==> src/logic/brc_pkg.sv <==
package brc_pkg;
   // i/o port byte addresses
   localparam logic [15:0] PORT_COMPAT_PM  = 16'h00CA;
   localparam logic [15:0] PORT_RESET_FLAG = 16'h00E0;
   localparam logic [15:0] PORT_FLAG_CLEAR = 16'h00E2;
   localparam logic [15:0] PORT_ADDR_MODE  = 16'h00E4;
   localparam logic [15:0] PORT_BOARD_ID   = 16'h00EC;
   // write values with a defined effect
   localparam logic [7:0]  SOFT_RESET_CMD  = 8'h01;
   localparam logic [7:0]  FLAG_CLEAR_CMD  = 8'h00;
   // identification fields
   localparam int          ID_FAMILY_LSB   = 12;
   localparam int          ID_BOARD_LSB    = 9;
   localparam int          ID_CLOCK_LSB    = 7;
   localparam int          ID_DMA_BIT      = 6;
   localparam int          ID_MEM2_BIT     = 5;
   localparam int          ID_SCSI_BIT     = 4;
   localparam int          ID_EXP_BIT      = 3;
   localparam logic [1:0]  CLK_GRADE_25    = 2'h0;
   localparam logic [1:0]  CLK_GRADE_33    = 2'h1;
   localparam logic [2:0]  MEM_SIZE_8M     = 3'h4;
   localparam logic [2:0]  MEM_SIZE_4M     = 3'h6;
   localparam logic [2:0]  MEM_SIZE_2M     = 3'h7;
   // timing
   localparam int          CLK_PERIOD_PS   = 4000;
   localparam int          TIMEOUT_MS      = 8;
   localparam int          TIMEOUT_CYCLES  = TIMEOUT_MS * (1000000000 / CLK_PERIOD_PS);
   localparam int          SOFT_RESET_NS   = 1000;
   localparam int          SOFT_RESET_CYC  = (SOFT_RESET_NS * 1000 + CLK_PERIOD_PS - 1)
                                             / CLK_PERIOD_PS;

   // one i/o request from the processor side
   typedef struct packed {
      logic        rd;
      logic        wr;
      logic        word;
      logic [15:0] addr;
      logic [15:0] wdata;
   } brc_io_req_t;

   // per-function reset strobes, active high
   typedef struct packed {
      logic cpu;          // cpu reset, cache flush, real mode
      logic dual_port;
      logic dma;          // dma controller and address generator
      logic refresh;      // refresh logic held, refresh suspended
      logic bus_if;       // system-bus interface and time-out
      logic io;           // scsi fifo/ctrl, parallel, serial, expansion, writes, page
      logic power;        // interrupt controllers and timer, power cycle only
   } brc_resets_t;
endpackage

==> src/logic/brc_board_reset.sv <==
`timescale 1ns/10ps
// Contract
// - reset forces real mode; byte write E4 with D0 set enters protected mode
// - byte write E4 with D0 clear returns to real mode
// - word write to CA enters protected mode
// - 16-bit read-only id at EC; family and board-type fields on top
// - id bits 8:7 report cpu clock grade, 00 or 01
// - id bits 6..3 read zero when module present, one when absent
// - id bits 2:0 encode bottom memory size
// - dma presence caught after power-up; absent forwards its ranges to bus
// - four reset sources: init, aux panel, power-up, software
// - writing 1 to reset port asserts software reset
// - reset port bit 0 reads last reset type, 1 for software
// - byte write of zero to E2 clears reset-type flag
// - untied init resets only bus interface and time-out logic; the code also holds refresh on init
// - narrow software reset: cpu, cache, mode, dual-port, dma, refresh, flag
// - power-up and aux resets also reset all i/o functions
// - tie options make init or software reset act as power-up
// - refresh suspended in any reset; timers reset on power only
// - bus cycle not done in about 8 ms declares time-out
// - force-ready option returns ready and lights led; else keep waiting
// - time-out unaffected by buffered write setting
// - ownership not won in time raises error; clearable latch
// - cache off after reset; only dram accesses may be cached
module brc_board_reset
   import brc_pkg::*;
#(
   parameter int          TIMEOUT_CNT  = TIMEOUT_CYCLES,
   parameter logic [3:0]  FAMILY_CODE  = 4'h5,  // arbitrary value
   parameter logic [2:0]  BOARD_CODE   = 3'h2   // arbitrary value
)(
   input  wire logic        clk_i,
   input  wire logic        reset_i,            // power-up hardware reset
   input  wire logic        hard_reset_n_i,     // power-up reset logic output
   input  wire logic        init_n_i,           // system bus initialise
   input  wire logic        aux_panel_reset_n_i,
   input  wire logic        init_tie_option_i,
   input  wire logic        wide_soft_reset_option_i,
   input  wire logic        timeout_response_option_i, // 1: force ready
   input  wire logic        buffered_writes_i,  // has no effect on time-out
   input  wire brc_io_req_t io_req_i,
   output logic      [15:0] io_rdata_o,
   output logic             io_rvalid_o,
   input  wire logic        dma_present_n_i,
   input  wire logic        mem2_present_n_i,
   input  wire logic        scsi_present_n_i,
   input  wire logic        expansion_present_n_i,
   input  wire logic        clk_grade_33_i,
   input  wire logic  [2:0] mem_size_i,
   input  wire logic        dma_range_hit_i,    // decoded dma/addr-gen/scsi i/o range
   output logic             forward_to_bus_o,
   input  wire logic        bus_cycle_start_i,
   input  wire logic        bus_ack_i,
   input  wire logic        bus_request_i,
   input  wire logic        bus_grant_i,
   input  wire logic        error_latch_clear_n_i,
   input  wire logic        cache_enable_i,
   input  wire logic        mem_is_dram_i,
   output logic             cacheable_o,
   output logic             forced_ready_o,
   output logic             timeout_led_o,
   output logic             bus_timeout_irq_o,
   output logic             bus_request_error_o,
   output logic             latched_error_irq_o,
   output logic             protected_mode_o,
   output logic             soft_reset_n_o,
   output brc_resets_t      resets_o
);

   ////////////////////////////////////////////////////////////////////////////
   // decode
   function automatic logic hit(input brc_io_req_t r, input logic [15:0] a);
      return r.addr == a;
   endfunction

   logic wr_mode, wr_compat, wr_rst, wr_clr, rd_id, rd_rst;
   assign wr_mode   = io_req_i.wr && !io_req_i.word && hit(io_req_i, PORT_ADDR_MODE);
   assign wr_compat = io_req_i.wr && io_req_i.word && hit(io_req_i, PORT_COMPAT_PM);
   assign wr_rst    = io_req_i.wr && hit(io_req_i, PORT_RESET_FLAG);
   assign wr_clr    = io_req_i.wr && !io_req_i.word && hit(io_req_i, PORT_FLAG_CLEAR);
   assign rd_id     = io_req_i.rd && hit(io_req_i, PORT_BOARD_ID);
   assign rd_rst    = io_req_i.rd && hit(io_req_i, PORT_RESET_FLAG);

   ////////////////////////////////////////////////////////////////////////////
   // reset sources and classes
   logic soft_req;
   logic [15:0] soft_cnt_reg;
   logic soft_active;
   logic power_src, init_src, full_reset, narrow_soft;

   assign soft_req    = wr_rst && io_req_i.wdata[7:0] == SOFT_RESET_CMD;
   assign soft_active = soft_cnt_reg != 16'h0000;
   assign power_src   = !hard_reset_n_i || !aux_panel_reset_n_i;
   assign init_src    = !init_n_i;
   // a tie option turns init or software reset into a power-up class reset
   assign full_reset  = power_src || (init_src && init_tie_option_i)
                     || (soft_active && wide_soft_reset_option_i);
   assign narrow_soft = soft_active && !wide_soft_reset_option_i;

   // self-timed software reset pulse, long enough for every target
   always_ff @(posedge clk_i or posedge reset_i) begin
      if (reset_i) begin
         soft_cnt_reg <= 16'h0000;
      end else if (soft_req && !soft_active) begin
         soft_cnt_reg <= 16'(SOFT_RESET_CYC);
      end else if (soft_active) begin
         soft_cnt_reg <= soft_cnt_reg - 16'h0001;
      end
   end

   // per-function strobes, registered so outputs come from flops
   always_ff @(posedge clk_i or posedge reset_i) begin
      if (reset_i) begin
         resets_o       <= '1;
         soft_reset_n_o <= 1'b1;
      end else begin
         soft_reset_n_o      <= !soft_active;
         resets_o.cpu        <= full_reset || narrow_soft;
         resets_o.dual_port  <= full_reset || narrow_soft;
         resets_o.dma        <= full_reset || narrow_soft;
         resets_o.refresh    <= full_reset || narrow_soft || init_src;
         resets_o.bus_if     <= full_reset || init_src;
         resets_o.io         <= full_reset;
         resets_o.power      <= 1'b0;  // only the power-on reset reaches timers
      end
   end

   ////////////////////////////////////////////////////////////////////////////
   // addressing mode
   always_ff @(posedge clk_i or posedge reset_i) begin
      if (reset_i) begin
         protected_mode_o <= 1'b0;
      end else if (full_reset || narrow_soft) begin
         protected_mode_o <= 1'b0;
      end else if (wr_compat) begin
         protected_mode_o <= 1'b1;
      end else if (wr_mode) begin
         protected_mode_o <= io_req_i.wdata[0];
      end
   end

   ////////////////////////////////////////////////////////////////////////////
   // reset-type flag; the flag is rewritten by every reset except an untied init, a reset beats a clear
   logic type_flag_reg;
   always_ff @(posedge clk_i or posedge reset_i) begin
      if (reset_i) begin
         type_flag_reg <= 1'b0;
      end else if (power_src || (init_src && init_tie_option_i)) begin
         type_flag_reg <= 1'b0;
      end else if (soft_active) begin
         type_flag_reg <= 1'b1;
      end else if (wr_clr && io_req_i.wdata[7:0] == FLAG_CLEAR_CMD) begin
         type_flag_reg <= 1'b0;
      end
   end

   ////////////////////////////////////////////////////////////////////////////
   // dma presence caught once after power-up release, then kept
   logic dma_absent_reg;
   logic dma_seen_reg;
   always_ff @(posedge clk_i or posedge reset_i) begin
      if (reset_i) begin
         dma_absent_reg <= 1'b0;
         dma_seen_reg   <= 1'b0;
      end else if (!dma_seen_reg) begin
         dma_absent_reg <= dma_present_n_i;
         dma_seen_reg   <= 1'b1;
      end
   end

   always_ff @(posedge clk_i or posedge reset_i) begin
      if (reset_i) begin
         forward_to_bus_o <= 1'b0;
      end else begin
         forward_to_bus_o <= dma_absent_reg && dma_range_hit_i;
      end
   end

   ////////////////////////////////////////////////////////////////////////////
   // register reads
   logic [15:0] id_word;
   always_comb begin
      id_word = 16'h0000;
      id_word[ID_FAMILY_LSB +: 4] = FAMILY_CODE;
      id_word[ID_BOARD_LSB +: 3]  = BOARD_CODE;
      id_word[ID_CLOCK_LSB +: 2]  = clk_grade_33_i ? CLK_GRADE_33 : CLK_GRADE_25;
      id_word[ID_DMA_BIT]         = dma_absent_reg;
      id_word[ID_MEM2_BIT]        = mem2_present_n_i;
      id_word[ID_SCSI_BIT]        = scsi_present_n_i;
      id_word[ID_EXP_BIT]         = expansion_present_n_i;
      id_word[2:0]                = mem_size_i;
   end

   // read data one cycle after the request; unmapped reads return zero
   always_ff @(posedge clk_i or posedge reset_i) begin
      if (reset_i) begin
         io_rdata_o  <= 16'h0000;
         io_rvalid_o <= 1'b0;
      end else begin
         io_rvalid_o <= io_req_i.rd;
         if (rd_id) begin
            io_rdata_o <= id_word;
         end else if (rd_rst) begin
            io_rdata_o <= {15'h0000, type_flag_reg};
         end else begin
            io_rdata_o <= 16'h0000;
         end
      end
   end

   ////////////////////////////////////////////////////////////////////////////
   // bus time-out; buffered writes do not enter this path at all
   logic [31:0] cyc_cnt_reg;
   logic        cyc_busy_reg;
   logic        cyc_expire;
   assign cyc_expire = cyc_busy_reg && cyc_cnt_reg == 32'(TIMEOUT_CNT - 1);

   always_ff @(posedge clk_i or posedge reset_i) begin
      if (reset_i) begin
         cyc_busy_reg <= 1'b0;
         cyc_cnt_reg  <= 32'h0000_0000;
      end else if (resets_o.bus_if || bus_ack_i) begin
         cyc_busy_reg <= 1'b0;
         cyc_cnt_reg  <= 32'h0000_0000;
      end else if (bus_cycle_start_i && !cyc_busy_reg) begin
         cyc_busy_reg <= 1'b1;
         cyc_cnt_reg  <= 32'h0000_0000;
      end else if (cyc_expire && timeout_response_option_i) begin
         cyc_busy_reg <= 1'b0;
      end else if (cyc_busy_reg && cyc_cnt_reg != 32'(TIMEOUT_CNT)) begin
         // wait mode steps once past expiry and parks there, so the irq pulses once
         cyc_cnt_reg  <= cyc_cnt_reg + 32'h0000_0001;
      end
   end

   // ready pulse and irq on expiry; led stays lit until the interface resets
   always_ff @(posedge clk_i or posedge reset_i) begin
      if (reset_i) begin
         forced_ready_o    <= 1'b0;
         bus_timeout_irq_o <= 1'b0;
         timeout_led_o     <= 1'b0;
      end else begin
         forced_ready_o    <= cyc_expire && timeout_response_option_i;
         bus_timeout_irq_o <= cyc_expire;
         if (resets_o.bus_if) begin
            timeout_led_o <= 1'b0;
         end else if (cyc_expire && timeout_response_option_i) begin
            timeout_led_o <= 1'b1;
         end
      end
   end

   ////////////////////////////////////////////////////////////////////////////
   // ownership wait and error latch
   logic [31:0] req_cnt_reg;
   logic        req_expire;
   assign req_expire = req_cnt_reg == 32'(TIMEOUT_CNT - 1);

   always_ff @(posedge clk_i or posedge reset_i) begin
      if (reset_i) begin
         req_cnt_reg <= 32'h0000_0000;
      end else if (resets_o.bus_if || !bus_request_i || bus_grant_i) begin
         req_cnt_reg <= 32'h0000_0000;
      end else if (!req_expire) begin
         req_cnt_reg <= req_cnt_reg + 32'h0000_0001;
      end
   end

   // error set wins over clear; the unstable case is settled as set
   always_ff @(posedge clk_i or posedge reset_i) begin
      if (reset_i) begin
         bus_request_error_o <= 1'b0;
         latched_error_irq_o <= 1'b0;
      end else begin
         bus_request_error_o <= req_expire && bus_request_i && !bus_grant_i
                                && !resets_o.bus_if;
         if (bus_request_error_o) begin
            latched_error_irq_o <= 1'b1;
         end else if (!error_latch_clear_n_i) begin
            latched_error_irq_o <= 1'b0;
         end
      end
   end

   ////////////////////////////////////////////////////////////////////////////
   // cacheability: off during cpu reset, dram only
   always_ff @(posedge clk_i or posedge reset_i) begin
      if (reset_i) begin
         cacheable_o <= 1'b0;
      end else begin
         cacheable_o <= cache_enable_i && mem_is_dram_i && !resets_o.cpu;
      end
   end
endmodule

==> config.mk <==
export PLATFORM = sky130hd
export DESIGN_NAME = brc_board_reset
export DESIGN_NICKNAME = d
export VERILOG_FILES = /design/src/logic/brc_pkg.sv /design/src/logic/brc_board_reset.sv
export SDC_FILE = /design/constraint.sdc
export NUM_CORES = 1
export LEC_CHECK = 0
export BUFFER_PORTS_ARGS = -buffer_cell sky130_fd_sc_hd__buf_2
export CAP_MARGIN = 10
export CELL_PAD_IN_SITES_DETAIL_PLACEMENT = 1
export CELL_PAD_IN_SITES_GLOBAL_PLACEMENT = 2
export CORE_ASPECT_RATIO = 1.25
export CORE_MARGIN = 3
export CORE_UTILIZATION = 35
export DETAILED_ROUTE_END_ITERATION = 16
export PLACE_DENSITY_LB_ADDON = 0.1
export SYNTH_ARGS = -nofsm -noshare
export SYNTH_HDL_FRONTEND = slang
export SYNTH_SLANG_ARGS = --single-unit
==> constraint.sdc <==
create_clock -name clk_i -period 4.1 [get_ports clk_i]
set_clock_uncertainty 0.1 [all_clocks]
set_input_delay 0.205 -clock clk_i [delete_from_list [all_inputs] [get_ports clk_i]]
set_output_delay 0.205 -clock clk_i [all_outputs]
set_load 0.01 [all_outputs]
* After elaboration in Yosys (flattened, before gate mapping)
Cells that the tools add are included.
** Storage, ports and cells
- Logic and storage cells :: 115
- Register bits :: 115
- Output and inout port bits :: 33
** Cells by class
- Multiplexer cells :: 24
- Add/sub/neg operators :: 3
- Reductions and logical operators :: 53
- Equal/unequal tests :: 12
** Operators with widths (count)
- 2-to-1 mux 32 bit :: 6
- == test 16 x 8 -> 1 bit (second input constant) :: 5
- adder 32 x 1 -> 32 bit (second input constant) :: 2
- == test 32 x 21 -> 1 bit (second input constant) :: 2
- 2-to-1 mux 16 bit :: 2
- inequality test 32 x 21 -> 1 bit (second input constant) :: 1
- logical AND 1 bit :: 24
- nonzero test 16 bit :: 1
- subtractor 16 x 1 -> 16 bit (second input constant) :: 1
- 2-to-1 mux 1 bit :: 15
- 2-to-1 mux 15 bit :: 1
- nonzero test 3 bit :: 4
- logical NOT 1 bit :: 11
- logical OR 1 bit :: 9
- == test 8 x 1 -> 1 bit (second input constant) :: 1
- logical NOT 8 bit :: 1
- inequality test 2 x 1 -> 1 bit (second input constant) :: 2
- nonzero test 2 bit :: 2
- inequality test 3 bit (second input constant) :: 1
- AND reduction 2 bit :: 1

* Longest topological paths before layout
Gate-level depths: netlist of run 1.
- Depth in word-level cells :: 7
- Depth in mapped cells :: 8
- Mapped depth without buffers :: 7

* Least setup slack after synthesis of run 1
No wires, ideal clock.
- Path kind :: flip-flop to flip-flop
- From :: reg soft_cnt_reg[0]
- To :: reg soft_cnt_reg[15]
- Path slack :: 1687 ps
- Clock period less this slack :: 2413 ps
- Arrival :: 2189 ps
- Cell stages (with the launch flop) :: 8
- Path through :: dfrtp_1 -> inv_1 -> ha_1 -> or4b_2 -> nor4_2 -> a21oi_1 -> and4b_1 -> xor2_1
** On the way
- Cells in the longest elaborated chain, start to end :: 4
** Ends and longest elaborated chain
- start, declared :: line brc_board_reset.sv:87 : logic [15:0] soft_cnt_reg;
- start signal, assigned :: line brc_board_reset.sv:105 : soft_cnt_reg <= 16'(SOFT_RESET_CYC);
- start signal, assigned :: line brc_board_reset.sv:107 : soft_cnt_reg <= soft_cnt_reg - 16'h0001;
- branches (longest 4 deep; another with subtractor 16 x 1 -> 16 bit)
Parallel ways; which one is timed is not known. The select of a mux whose other input is x is not followed.
A chain may end at the register's enable or synchronous reset.

* Worst setup path in the final report of run 1
- From :: reg soft_cnt_reg[0]
- To :: reg resets_o[2] in the netlist's numbering
** On the way
- Cells in the longest elaborated chain, start to end :: 4
** Ends and longest elaborated chain
- nonzero test 16 bit :: line brc_board_reset.sv:92 : assign soft_active = soft_cnt_reg != 16'h0000;
- logical AND 1 bit :: line brc_board_reset.sv:97 : || (soft_active && wide_soft_reset_option_i);
- logical OR 1 bit :: line brc_board_reset.sv:97
- logical OR 1 bit :: line brc_board_reset.sv:122 : resets_o.bus_if <= full_reset || init_src;
- end, declared :: line brc_board_reset.sv:67 : output brc_resets_t resets_o
No other way between the ends.

==> flow_summary.ini, run 1 <==
[run_status]
status = finished, final reports clean

[timing]
fin_setup_tns_ns = 0
clock.fmax_mhz = 327.4
setup_slack_ns = 1.046
tightestPinTransition_ns = 0.8320
period_share_pct = 74.49
maxSlewViolCount = 0
min_period_ns = 3.054
setup_viol = 0
hold_viol = 0
rsz0062_at_grt = false
relSlewSlack_pct = 44.11

[synth]
synth_edf_count = 0
seq_area_frac_synth_pct = 50.09
synth_warnings = 0
synth_ff_type = dfrtp_1
ys_seq_elements = 108
synth_area_sq_um = 5410
synth-adder-area-share_pct = 0.9251
synth_xor_area_share_pct = 6.314
synth-simple-area-share_pct = 28.86
synth_compound_area_share_pct = 8.996
avgSynthCellArea_sq_um = 9.644
ys_types = 57
synthMuxAreaShare_pct = 0.9482
postSynthCellCount = 561
synth_top_family_by_area = simple AND/OR/NAND/NOR gates
async_reset_ff_share_pct = 100.0

[worst_setup_path]
start_kind = flip-flop
critPathMaxStageDelay_ns = 0.67
crit_chain = inv_1, ha_1, or4b_2, nor4_2, nand2_1, nand2_1, nand3_1, dlygate4sd3_1
cp_common_cell = nand2_1
critical_path_peak_fanout = 6
path_buf_inv = 2
end_kind = flip-flop
crit_type = flip-flop to flip-flop
cp.required_ns = 4.28
critPathTopFamily = simple AND/OR/NAND/NOR gates
cpMaxStageDelayCell = or4b_2
critical_path_arrival_ns = 3.23

[layout]
multi_input_area_sq_um = 2522
nFillCells = 1747
area.sequential_sq_um = 2710
postLayoutCellArea_sq_um = 6424
drive_above_1_share_pct = 18.69
nNetsFinal = 717
area_growth_pct = 18.73

[detailed_routing]
wl_per_cell_um = 16.18
drcViolationCount = 0
via_per_inst = 5.205
num_vias = 4513
ant_nets = 0
first_iter_violations = 142
drt_wl_total_um = 14030
dr.pass1.iters = 4

[global_routing]
grtUsageMet1_pct = 21.78
grt_use_met3_pct = 2.169
grt_max_degree = 50
met2_usage_pct = 30.75
grt_pass1_wl_um = 24250
grtUsageTotal_pct = 17.54
grt_pass1_vias = 4810
grt-ovfl-total = 0
grt.busiest_layer = met2
antenna_found_initial = 1

[clocking]
tritoncts = yes
cts_made_buffers = 9
path_clk_slew_ns = 0.07
ctsResizeCount = 0
htreeDepth = 3
clock_latency_ns = 0.35
clk_path_buf_depth = 2
clock-root-buffer = clkbuf_16
cts_sinks = 108
postCtsSetupBuffers = 0
cts-hold-fix-buffers = 18

[power_and_ir_drop]
power.total_uw = 2206
irDropWorstVdd_v = 0.0001983
p_per_area_nw_per_um2 = 343.4
leakagePower_uw = 0.002713

[floorplanning]
die_h_um = 145.0
start_util_pct = 35.88
coreArea_sq_um = 15080
die_w_um = 117.2
io_pins = 93
placementRows = 50
dieArea_sq_um = 17000

[placement]
port_buffers = 78
gp_congestion = 0.7821
place_area_sq_um = 5972
dpl_worst_slack_ns = 1.339
hpwl_um = 10100

[min_path]
hold_class = input port to flip-flop

[run]
cap_viol_max_count = 0
[synthesized netlist by cell type (17+ instances only)]
cell type	number	share of area [%]
o21ai_0	24	2.2
nor4_1	17	2.0
nand4_1	23	2.7
xor2_1	19	3.1
xnor2_1	20	3.2
a21oi_1	32	3.0
or3_1	21	2.4
dfrtp_1	102	47
nor3_1	19	1.8
nor2_1	61	4.2
nand3_1	31	2.9
nand2_1	41	2.8
[cell families after synthesis]
| kind of cell | Yosys count |
|---|---|
| other | 2 |
| adder cells (fa/ha/maj) | 4 |
| multiplexers | 5 |
| buffers and inverters | 38 |
| XOR/XNOR | 39 |
| AO/OA/AOI/OAI | 82 |
| AND/OR/NAND/NOR | 283 |
| flip-flops | 108 |
[tightest hold or removal path, stage by stage]
cell,delay [ns]
buf_2,0.10
nor2_1,0.09
nor4_1,0.05
[placed cells by master, fill, tap and decap left out, types with 3 or more instances in the layout]
cell type and instances:
dfrtp_1 102, buf_2 78, nor2_1 61, nand2_1 41
a21oi_1 32, nand3_1 31, o21ai_0 24, nand4_1 23
or3_1 21, xnor2_1 20, nor3_1 19, xor2_1 19
dlygate4sd3_1 18, nor4_1 17, and2_1 14, inv_1 12
and3_1 11, or4_1 10, clkbuf_16 9, conb_1 7
dfstp_2 6, o31ai_1 5, buf_4 5, a211oi_1 4
nor4b_1 4, mux2i_1 4, ha_1 4, and4b_1 3
and4_1 3, nor2b_1 3, o211ai_1 3, a21o_1 3
clkinv_2 3
[per-stage QoR]
| step | util, % | hold slack [ns] | std cells |
|---|---|---|---|
| global route | 42.61 | 0.05430 | 867 |
| detailed placement | 39.61 | 0.2419 | 832 |
| floorplan | - | 0.1364 | 566 |
| finish | 42.61 | 0.03666 | 867 |
| global placement | 39.61 | 0.2411 | 832 |
| CTS | 42.59 | 0.03347 | 866 |
[metal layers]
metal	wire [um]	part of all wire, %
met3	160	1.1
met1	6070	43
met4	224	1.6
met5	0	0
met2	7572	54
[final timing paths]
path / start / to / slack, ns / cells after the start
worst max-delay path: soft_cnt_reg[0]$_DFFE_PP0P_ / resets_o[2]$_DFF_PP1_ / 1.05 / 8
worst min-delay path: bus_cycle_start_i / cyc_busy_reg$_DFFE_PP0P_ / 0.04 / 3
worst max register to register: soft_cnt_reg[0]$_DFFE_PP0P_ / resets_o[2]$_DFF_PP1_ / 1.05 / 8
worst min register to register: bus_request_error_o$_DFF_PP0_ / latched_error_irq_o$_DFFE_PP0P_ / 0.37 / 1
max in group asynchronous: reset_i / cyc_cnt_reg[8]$_DFFE_PP0P_ / 2.55 / 4
min in group asynchronous: reset_i / protected_mode_o$_DFFE_PP0P_ / 0.41 / 3
[area by class of cell]
class                           instances  share of cell area, %
Tap cell                              208                  4.051
Antenna cell                            1                0.03896
Clock buffer                           10                  3.564
Multi-Input combinational cell        420                  39.27
Inverter                               13                 0.7986
Timing Repair Buffer                  101                  9.466
Clock inverter                          6                 0.6233
Sequential cell                       108                  42.19
[where the power goes]
part / switching [uW] / total (uW) / internal, uW
Sequential: 15.7 / 1120 / 1100
Combinational: 159 / 271 / 113
Clock: 406 / 819 / 413
Note: power is estimated with default switching activity, not from simulation.
==> inputs of run 2 (changes only) <==
ABC_AREA = 1   (was not set)
CORE_UTILIZATION = 33   (was 35)
clock period = 2.87 ns   (was 4.1 ns; I/O delays follow)
==> flow_summary.ini, run 2 <==
[synth]
synth_largest_area_cell = dfrtp_1
synth_compound_area_share_pct = 6.739
synth_top_family_by_area = simple AND/OR/NAND/NOR gates
synth_warnings = 0
synth_xor_area_share_pct = 3.490
synthTopCellsByArea = dfrtp_1 (38%), nand2_1 (12%), nor2_1 (8.8%)
synth-adder-area-share_pct = 0.7386
synth.most_common_cell = nand2_1
ys_seq_elements = 108
synth_ff_type = dfrtp_1
synth_area_sq_um = 6776
synthTopCellsByCount = nand2_1 (211), nor2_1 (159), inv_1 (130)
avgSynthCellArea_sq_um = 7.255
seq_area_frac_synth_pct = 39.99
synth-simple-area-share_pct = 38.90
postSynthCellCount = 934
synthMuxAreaShare_pct = 0
ys_types = 43
synth_top_cell_area_share_pct = 37.67
synth_edf_count = 0
async_reset_ff_share_pct = 100.0

[detailed_routing]
first_iter_violations = 165
wl_per_cell_um = 15.50
drcViolationCount = 0
dr.pass1.iters = 4
via_per_inst = 4.707
ant_nets = 0
drt_wl_total_um = 20300
num_vias = 6162

[worst_setup_path]
cpMaxStageDelayCell = dlygate4sd3_1
cp_common_cell = nand2_1
worst-r2r-cell-count = 10
path_buf_inv = 3
critical_path_peak_fanout = 6
crit_type = flip-flop to flip-flop
crit_chain = inv_1, ha_1, nand2_1, inv_2, nand3_1, nor2_2, nand2_1, nand2_1, nand2_1, dlygate4sd3_1
critPathTopFamily = simple AND/OR/NAND/NOR gates
cp.required_ns = 3.06
end_kind = flip-flop
critPathMaxStageDelay_ns = 0.55
cp.depth = 10
critical_path_arrival_ns = 2.47
start_kind = flip-flop

[timing]
fin_setup_tns_ns = 0
relSlewSlack_pct = 64.24
maxSlewViolCount = 0
rsz0062_at_grt = false
setup_viol = 0
min_period_ns = 2.283
period_share_pct = 79.55
clock.fmax_mhz = 438.0
tightestPinTransition_ns = 0.5364
hold_viol = 0

[placement]
dp_cells = 1275
port_buffers = 78
gp_congestion = 0.8244
hpwl_um = 15820

[floorplanning]
coreArea_sq_um = 20170
start_util_pct = 33.59
die_w_um = 134.2
dieArea_sq_um = 22300
die_h_um = 166.2
placementRows = 58
io_pins = 93

[power_and_ir_drop]
p_per_area_nw_per_um2 = 387.7
irDropWorstVdd_v = 0.0003612
swShare_pct = 25.21
clockPowerShare_pct = 44.9
pwr-share-seq_pct = 50.0
p_switching_uw = 774.8
leakagePower_uw = 0.003627
p_int_uw = 2298
combPwrFrac_pct = 5.1

[layout]
antennaDiodeCount = 0
drive_above_1_share_pct = 17.52
mostFrequentLayoutCells = nand2_1 (211), nor2_1 (159), inv_1 (129), dfrtp_1 (102), nand3_1 (85)
final_common_cell = nand2_1
area_growth_pct = 16.99
nNetsFinal = 1098
fin_cells = 1309

[global_routing]
grtUsageMet1_pct = 22.07
grt_pass1_vias = 6715
grt_pass1_wl_um = 34400
grtUsageTotal_pct = 19.14
antenna_found_initial = 0
grt_use_met3_pct = 1.727
grt-ovfl-total = 0
grt.busiest_layer = met2
grt_max_degree = 44
met2_usage_pct = 36.70

[clocking]
clock_latency_ns = 0.36
clock-root-buffer = clkbuf_16
cts_made_buffers = 9
tritoncts = yes
clk_path_buf_depth = 2
cts_sinks = 108
postCtsSetupBuffers = 0
htreeDepth = 3
path_clk_slew_ns = 0.08
cts-hold-fix-buffers = 18
ctsResizeCount = 0

[min_path]
holdPathStages = 3
hold_class = input port to flip-flop

[run_status]
status = finished, final reports clean

[run]
cap_viol_max_count = 0
[run 2: cells by family (layout without fill, tap and decap cells)]
family                     Yosys count  count (layout)
AOI/OAI and AO/OA                   68              68
xor gates and xnor gates            27              27
adders and majority gates            4               4
buffers and inverters              155             255
DFF                                108             108
other                                2               7
and+or+nand+nor                    570             570
[run 2: power groups by stage]
stage          clock network [uW]  registers (uW)  logic, uW
3_5_place_dp                    0            1570        143
5_1_grt                      1470            1540        180
2_1_floorplan                   0            1570       74.5
4_1_cts                      1430            1540        163
6_report                     1380            1540        158
3_3_place_gp                    0            1570        142
[run 2: area by class of cell]
type	instances	area (sq um)
inverter	133	503.0
multi-input combinational	676	3406
sequential	108	2710
clock buffer	9	225.2
tap	270	337.8
clock inverter	7	87.58
fill	2622	12250
timing repair buffer	106	658.1
[run 2: worst paths after layout]
check / startpoint / end / slack (ns)
setup / recovery: soft_cnt_reg[0]$_DFFE_PP0P_ / resets_o[2]$_DFF_PP1_ / 0.59
min in group asynchronous: reset_i / cyc_cnt_reg[4]$_DFFE_PP0P_ / 0.25
hold reg to reg: dma_seen_reg$_DFF_PP0_ / dma_absent_reg$_DFFE_PP0N_ / 0.35
max in group asynchronous: reset_i / req_cnt_reg[15]$_DFFE_PP0P_ / 1.71
setup reg to reg: soft_cnt_reg[0]$_DFFE_PP0P_ / resets_o[2]$_DFF_PP1_ / 0.59
hold / removal: init_tie_option_i / resets_o[3]$_DFF_PP1_ / 0.03
[run 2: routing by layer]
| layer | wire length (um) | up-vias |
|---|---|---|
| li1 | - | 3164 |
| met3 | 232 | 16 |
| met5 | 0 | - |
| met1 | 8397 | 2944 |
| met2 | 11300 | 38 |
| met4 | 368 | 0 |
[run 2: worst reg2reg max path, stage by stage, from the launching register on]
cell and delay [ns]:
dfrtp_1 0.42, inv_1 0.09, ha_1 0.24, nand2_1 0.12, inv_2 0.08, nand3_1 0.08, nor2_2 0.23, nand2_1 0.14
nand2_1 0.11, nand2_1 0.05, dlygate4sd3_1 0.55
[run 2: metrics by stage]
stage / total power, uW / setup WS [ns] / instance area [sq um] / hold slack, ns / utilization (%)
final: 3073 / 0.5869 / 7928 / 0.02715 / 39.30
after global routing: 3190 / 0.3137 / 7928 / 0.08128 / 39.30
after CTS: 3126 / 0.5841 / 7928 / 0.02713 / 39.30
after detailed placement: 1710 / 0.7485 / 7435 / 0.09519 / 36.85
after global placement: 1708 / 0.7529 / 7435 / 0.09345 / 36.85
after floorplan: 1643 / 1.144 / 6799 / 0.07493 / -
==> inputs of run 3 (changes only) <==
clock period = 2.38 ns   (was 2.87 ns; I/O delays follow)
==> flow_summary.ini, run 3 (synthesis gave the netlist of run 2 again) <==
[layout]
multi_input_area_sq_um = 3416
area.sequential_sq_um = 2710
antennaDiodeCount = 0
nNetsFinal = 1110
postLayoutCellArea_sq_um = 8084
mostFrequentLayoutCells = nand2_1 (211), nor2_1 (158), inv_1 (129), dfrtp_1 (102), nand3_1 (85)
area_growth_pct = 19.29
nFillCells = 2628
drive_above_1_share_pct = 18.55
final_common_cell = nand2_1

[floorplanning]
placementRows = 58
dieArea_sq_um = 22300
io_pins = 93
die_w_um = 134.2
die_h_um = 166.2
start_util_pct = 33.59
coreArea_sq_um = 20170

[placement]
port_buffers = 78
place_area_sq_um = 7545
hpwl_um = 16040
gp_congestion = 0.8429

[detailed_routing]
via_per_inst = 4.675
drt_wl_total_um = 20290
dr.pass1.iters = 4
num_vias = 6176
wl_per_cell_um = 15.36
first_iter_violations = 216
drcViolationCount = 0
ant_nets = 0

[timing]
clock.fmax_mhz = 455.9
holdWs_ns = 0.02697
fin_setup_tns_ns = 0
tightestPinTransition_ns = 0.6745
period_share_pct = 92.17
hold_viol = 0
maxSlewViolCount = 0
setup_viol = 0
min_period_ns = 2.194
relSlewSlack_pct = 54.94

[global_routing]
grtUsageTotal_pct = 19.01
antenna_found_initial = 0
grt_max_degree = 45
grt_pass1_vias = 6697
grt-ovfl-total = 0
grt_pass1_wl_um = 34280

[run_status]
status = finished, final reports clean

[worst_setup_path]
worst-r2r-cell-count = 10
critical_path_peak_fanout = 5
critical_path_arrival_ns = 2.38
end_kind = flip-flop
reg2reg_to = resets_o[2]$_DFF_PP1_
critPathMaxStageDelay_ns = 0.55
critPathTopFamily = buffers and inverters
cp_common_cell = nand2_1
cp.depth = 10
cpMaxStageDelayCell = dlygate4sd3_1
crit_chain = inv_1, ha_2, nand2_1, inv_2, nand3_1, nor2_4, nand2_1, nand2_1, nand2_1, dlygate4sd3_1
path_buf_inv = 3
start_kind = flip-flop
crit_type = flip-flop to flip-flop
cp.required_ns = 2.56
r2r_start = soft_cnt_reg[0]$_DFFE_PP0P_
regToRegSetupSlack_ns = 0.19

[run]
cap_viol_max_count = 0

[clocking]
clock-root-buffer = clkbuf_16
htreeDepth = 3
cts_made_buffers = 9
clock_latency_ns = 0.36
cts_sinks = 108
clk_path_buf_depth = 2
path_clk_slew_ns = 0.08
tritoncts = yes

[power_and_ir_drop]
irDropWorstVdd_v = 0.0003243
p_per_area_nw_per_um2 = 457.2
leakagePower_uw = 0.003703

[min_path]
hold_class = input port to flip-flop
min-delay-start = aux_panel_reset_n_i
holdPathStages = 4
min_to = resets_o[3]$_DFF_PP1_
run 3: cell type report:
| class | instances | area share, % |
|---|---|---|
| clock inverter | 7 | 1.130 |
| sequential | 108 | 33.52 |
| multi-input combinational | 676 | 42.25 |
| tap | 270 | 4.179 |
| inverter | 133 | 6.222 |
| timing repair buffer | 118 | 9.906 |
| clock buffer | 9 | 2.786 |
run 3: how the worst max path moves through the flow:
stage                                  from                            to  slack (ns)
6_report        soft_cnt_reg[0]$_DFFE_PP0P_         resets_o[2]$_DFF_PP1_        0.19
5_1_grt         soft_cnt_reg[0]$_DFFE_PP0P_         resets_o[2]$_DFF_PP1_      -0.004
4_1_cts        soft_cnt_reg[10]$_DFFE_PP0P_         resets_o[2]$_DFF_PP1_        0.07
3_5_place_dp    soft_cnt_reg[0]$_DFFE_PP0P_  soft_cnt_reg[10]$_DFFE_PP0P_        0.32
3_3_place_gp    soft_cnt_reg[0]$_DFFE_PP0P_  soft_cnt_reg[13]$_DFFE_PP0P_        0.33
2_1_floorplan    cyc_cnt_reg[0]$_DFFE_PP0P_    cyc_cnt_reg[4]$_DFFE_PP0P_        0.65
run 3: worst reg2reg max path, stage by stage (launching register included):
cell and delay [ns]:
dfrtp_1 0.41, inv_1 0.10, ha_2 0.21, nand2_1 0.10
inv_2 0.08, nand3_1 0.12, nor2_4 0.18, nand2_1 0.12
nand2_1 0.11, nand2_1 0.05, dlygate4sd3_1 0.55
run 3: through the flow:
step                      setup WS (ns)  util, %  instances  power (uW)
final                            0.1863    40.07       1321        3696
after detailed placement         0.3241    37.40       1283        2067
after floorplan                  0.6535        -        939        1982
after global placement           0.3283    37.40       1283        2065
after global routing          -0.004272    40.07       1321        3853
after CTS                       0.06942    39.91       1318        3762
run 3: layer usage:
metal	vias up	wire [um]	part of all wire [%]	global-route usage [%]
met2	33	11340	56	36.89
met1	2957	8426	42	22.12
met5	-	0	0	0
met3	12	332	1.6	2.333
li1	3174	-	-	-
met4	0	190	0.94	3.764
run 3: where the power goes:
| part | switching (uW) | internal (uW) | total (uW) |
|---|---|---|---|
| clock | 799 | 847 | 1650 |
| sequential | 5.62 | 1850 | 1850 |
| combinational | 115 | 82.1 | 197 |
| total | 920 | 2780 | 3700 |
run 3: timing repair:
item	CTS	global route
buffers inserted	0	3
hold buffers	19	0
gates resized for setup	0	3
setup endpoints to repair	0	1
endpoints found under the hold margin	42	0
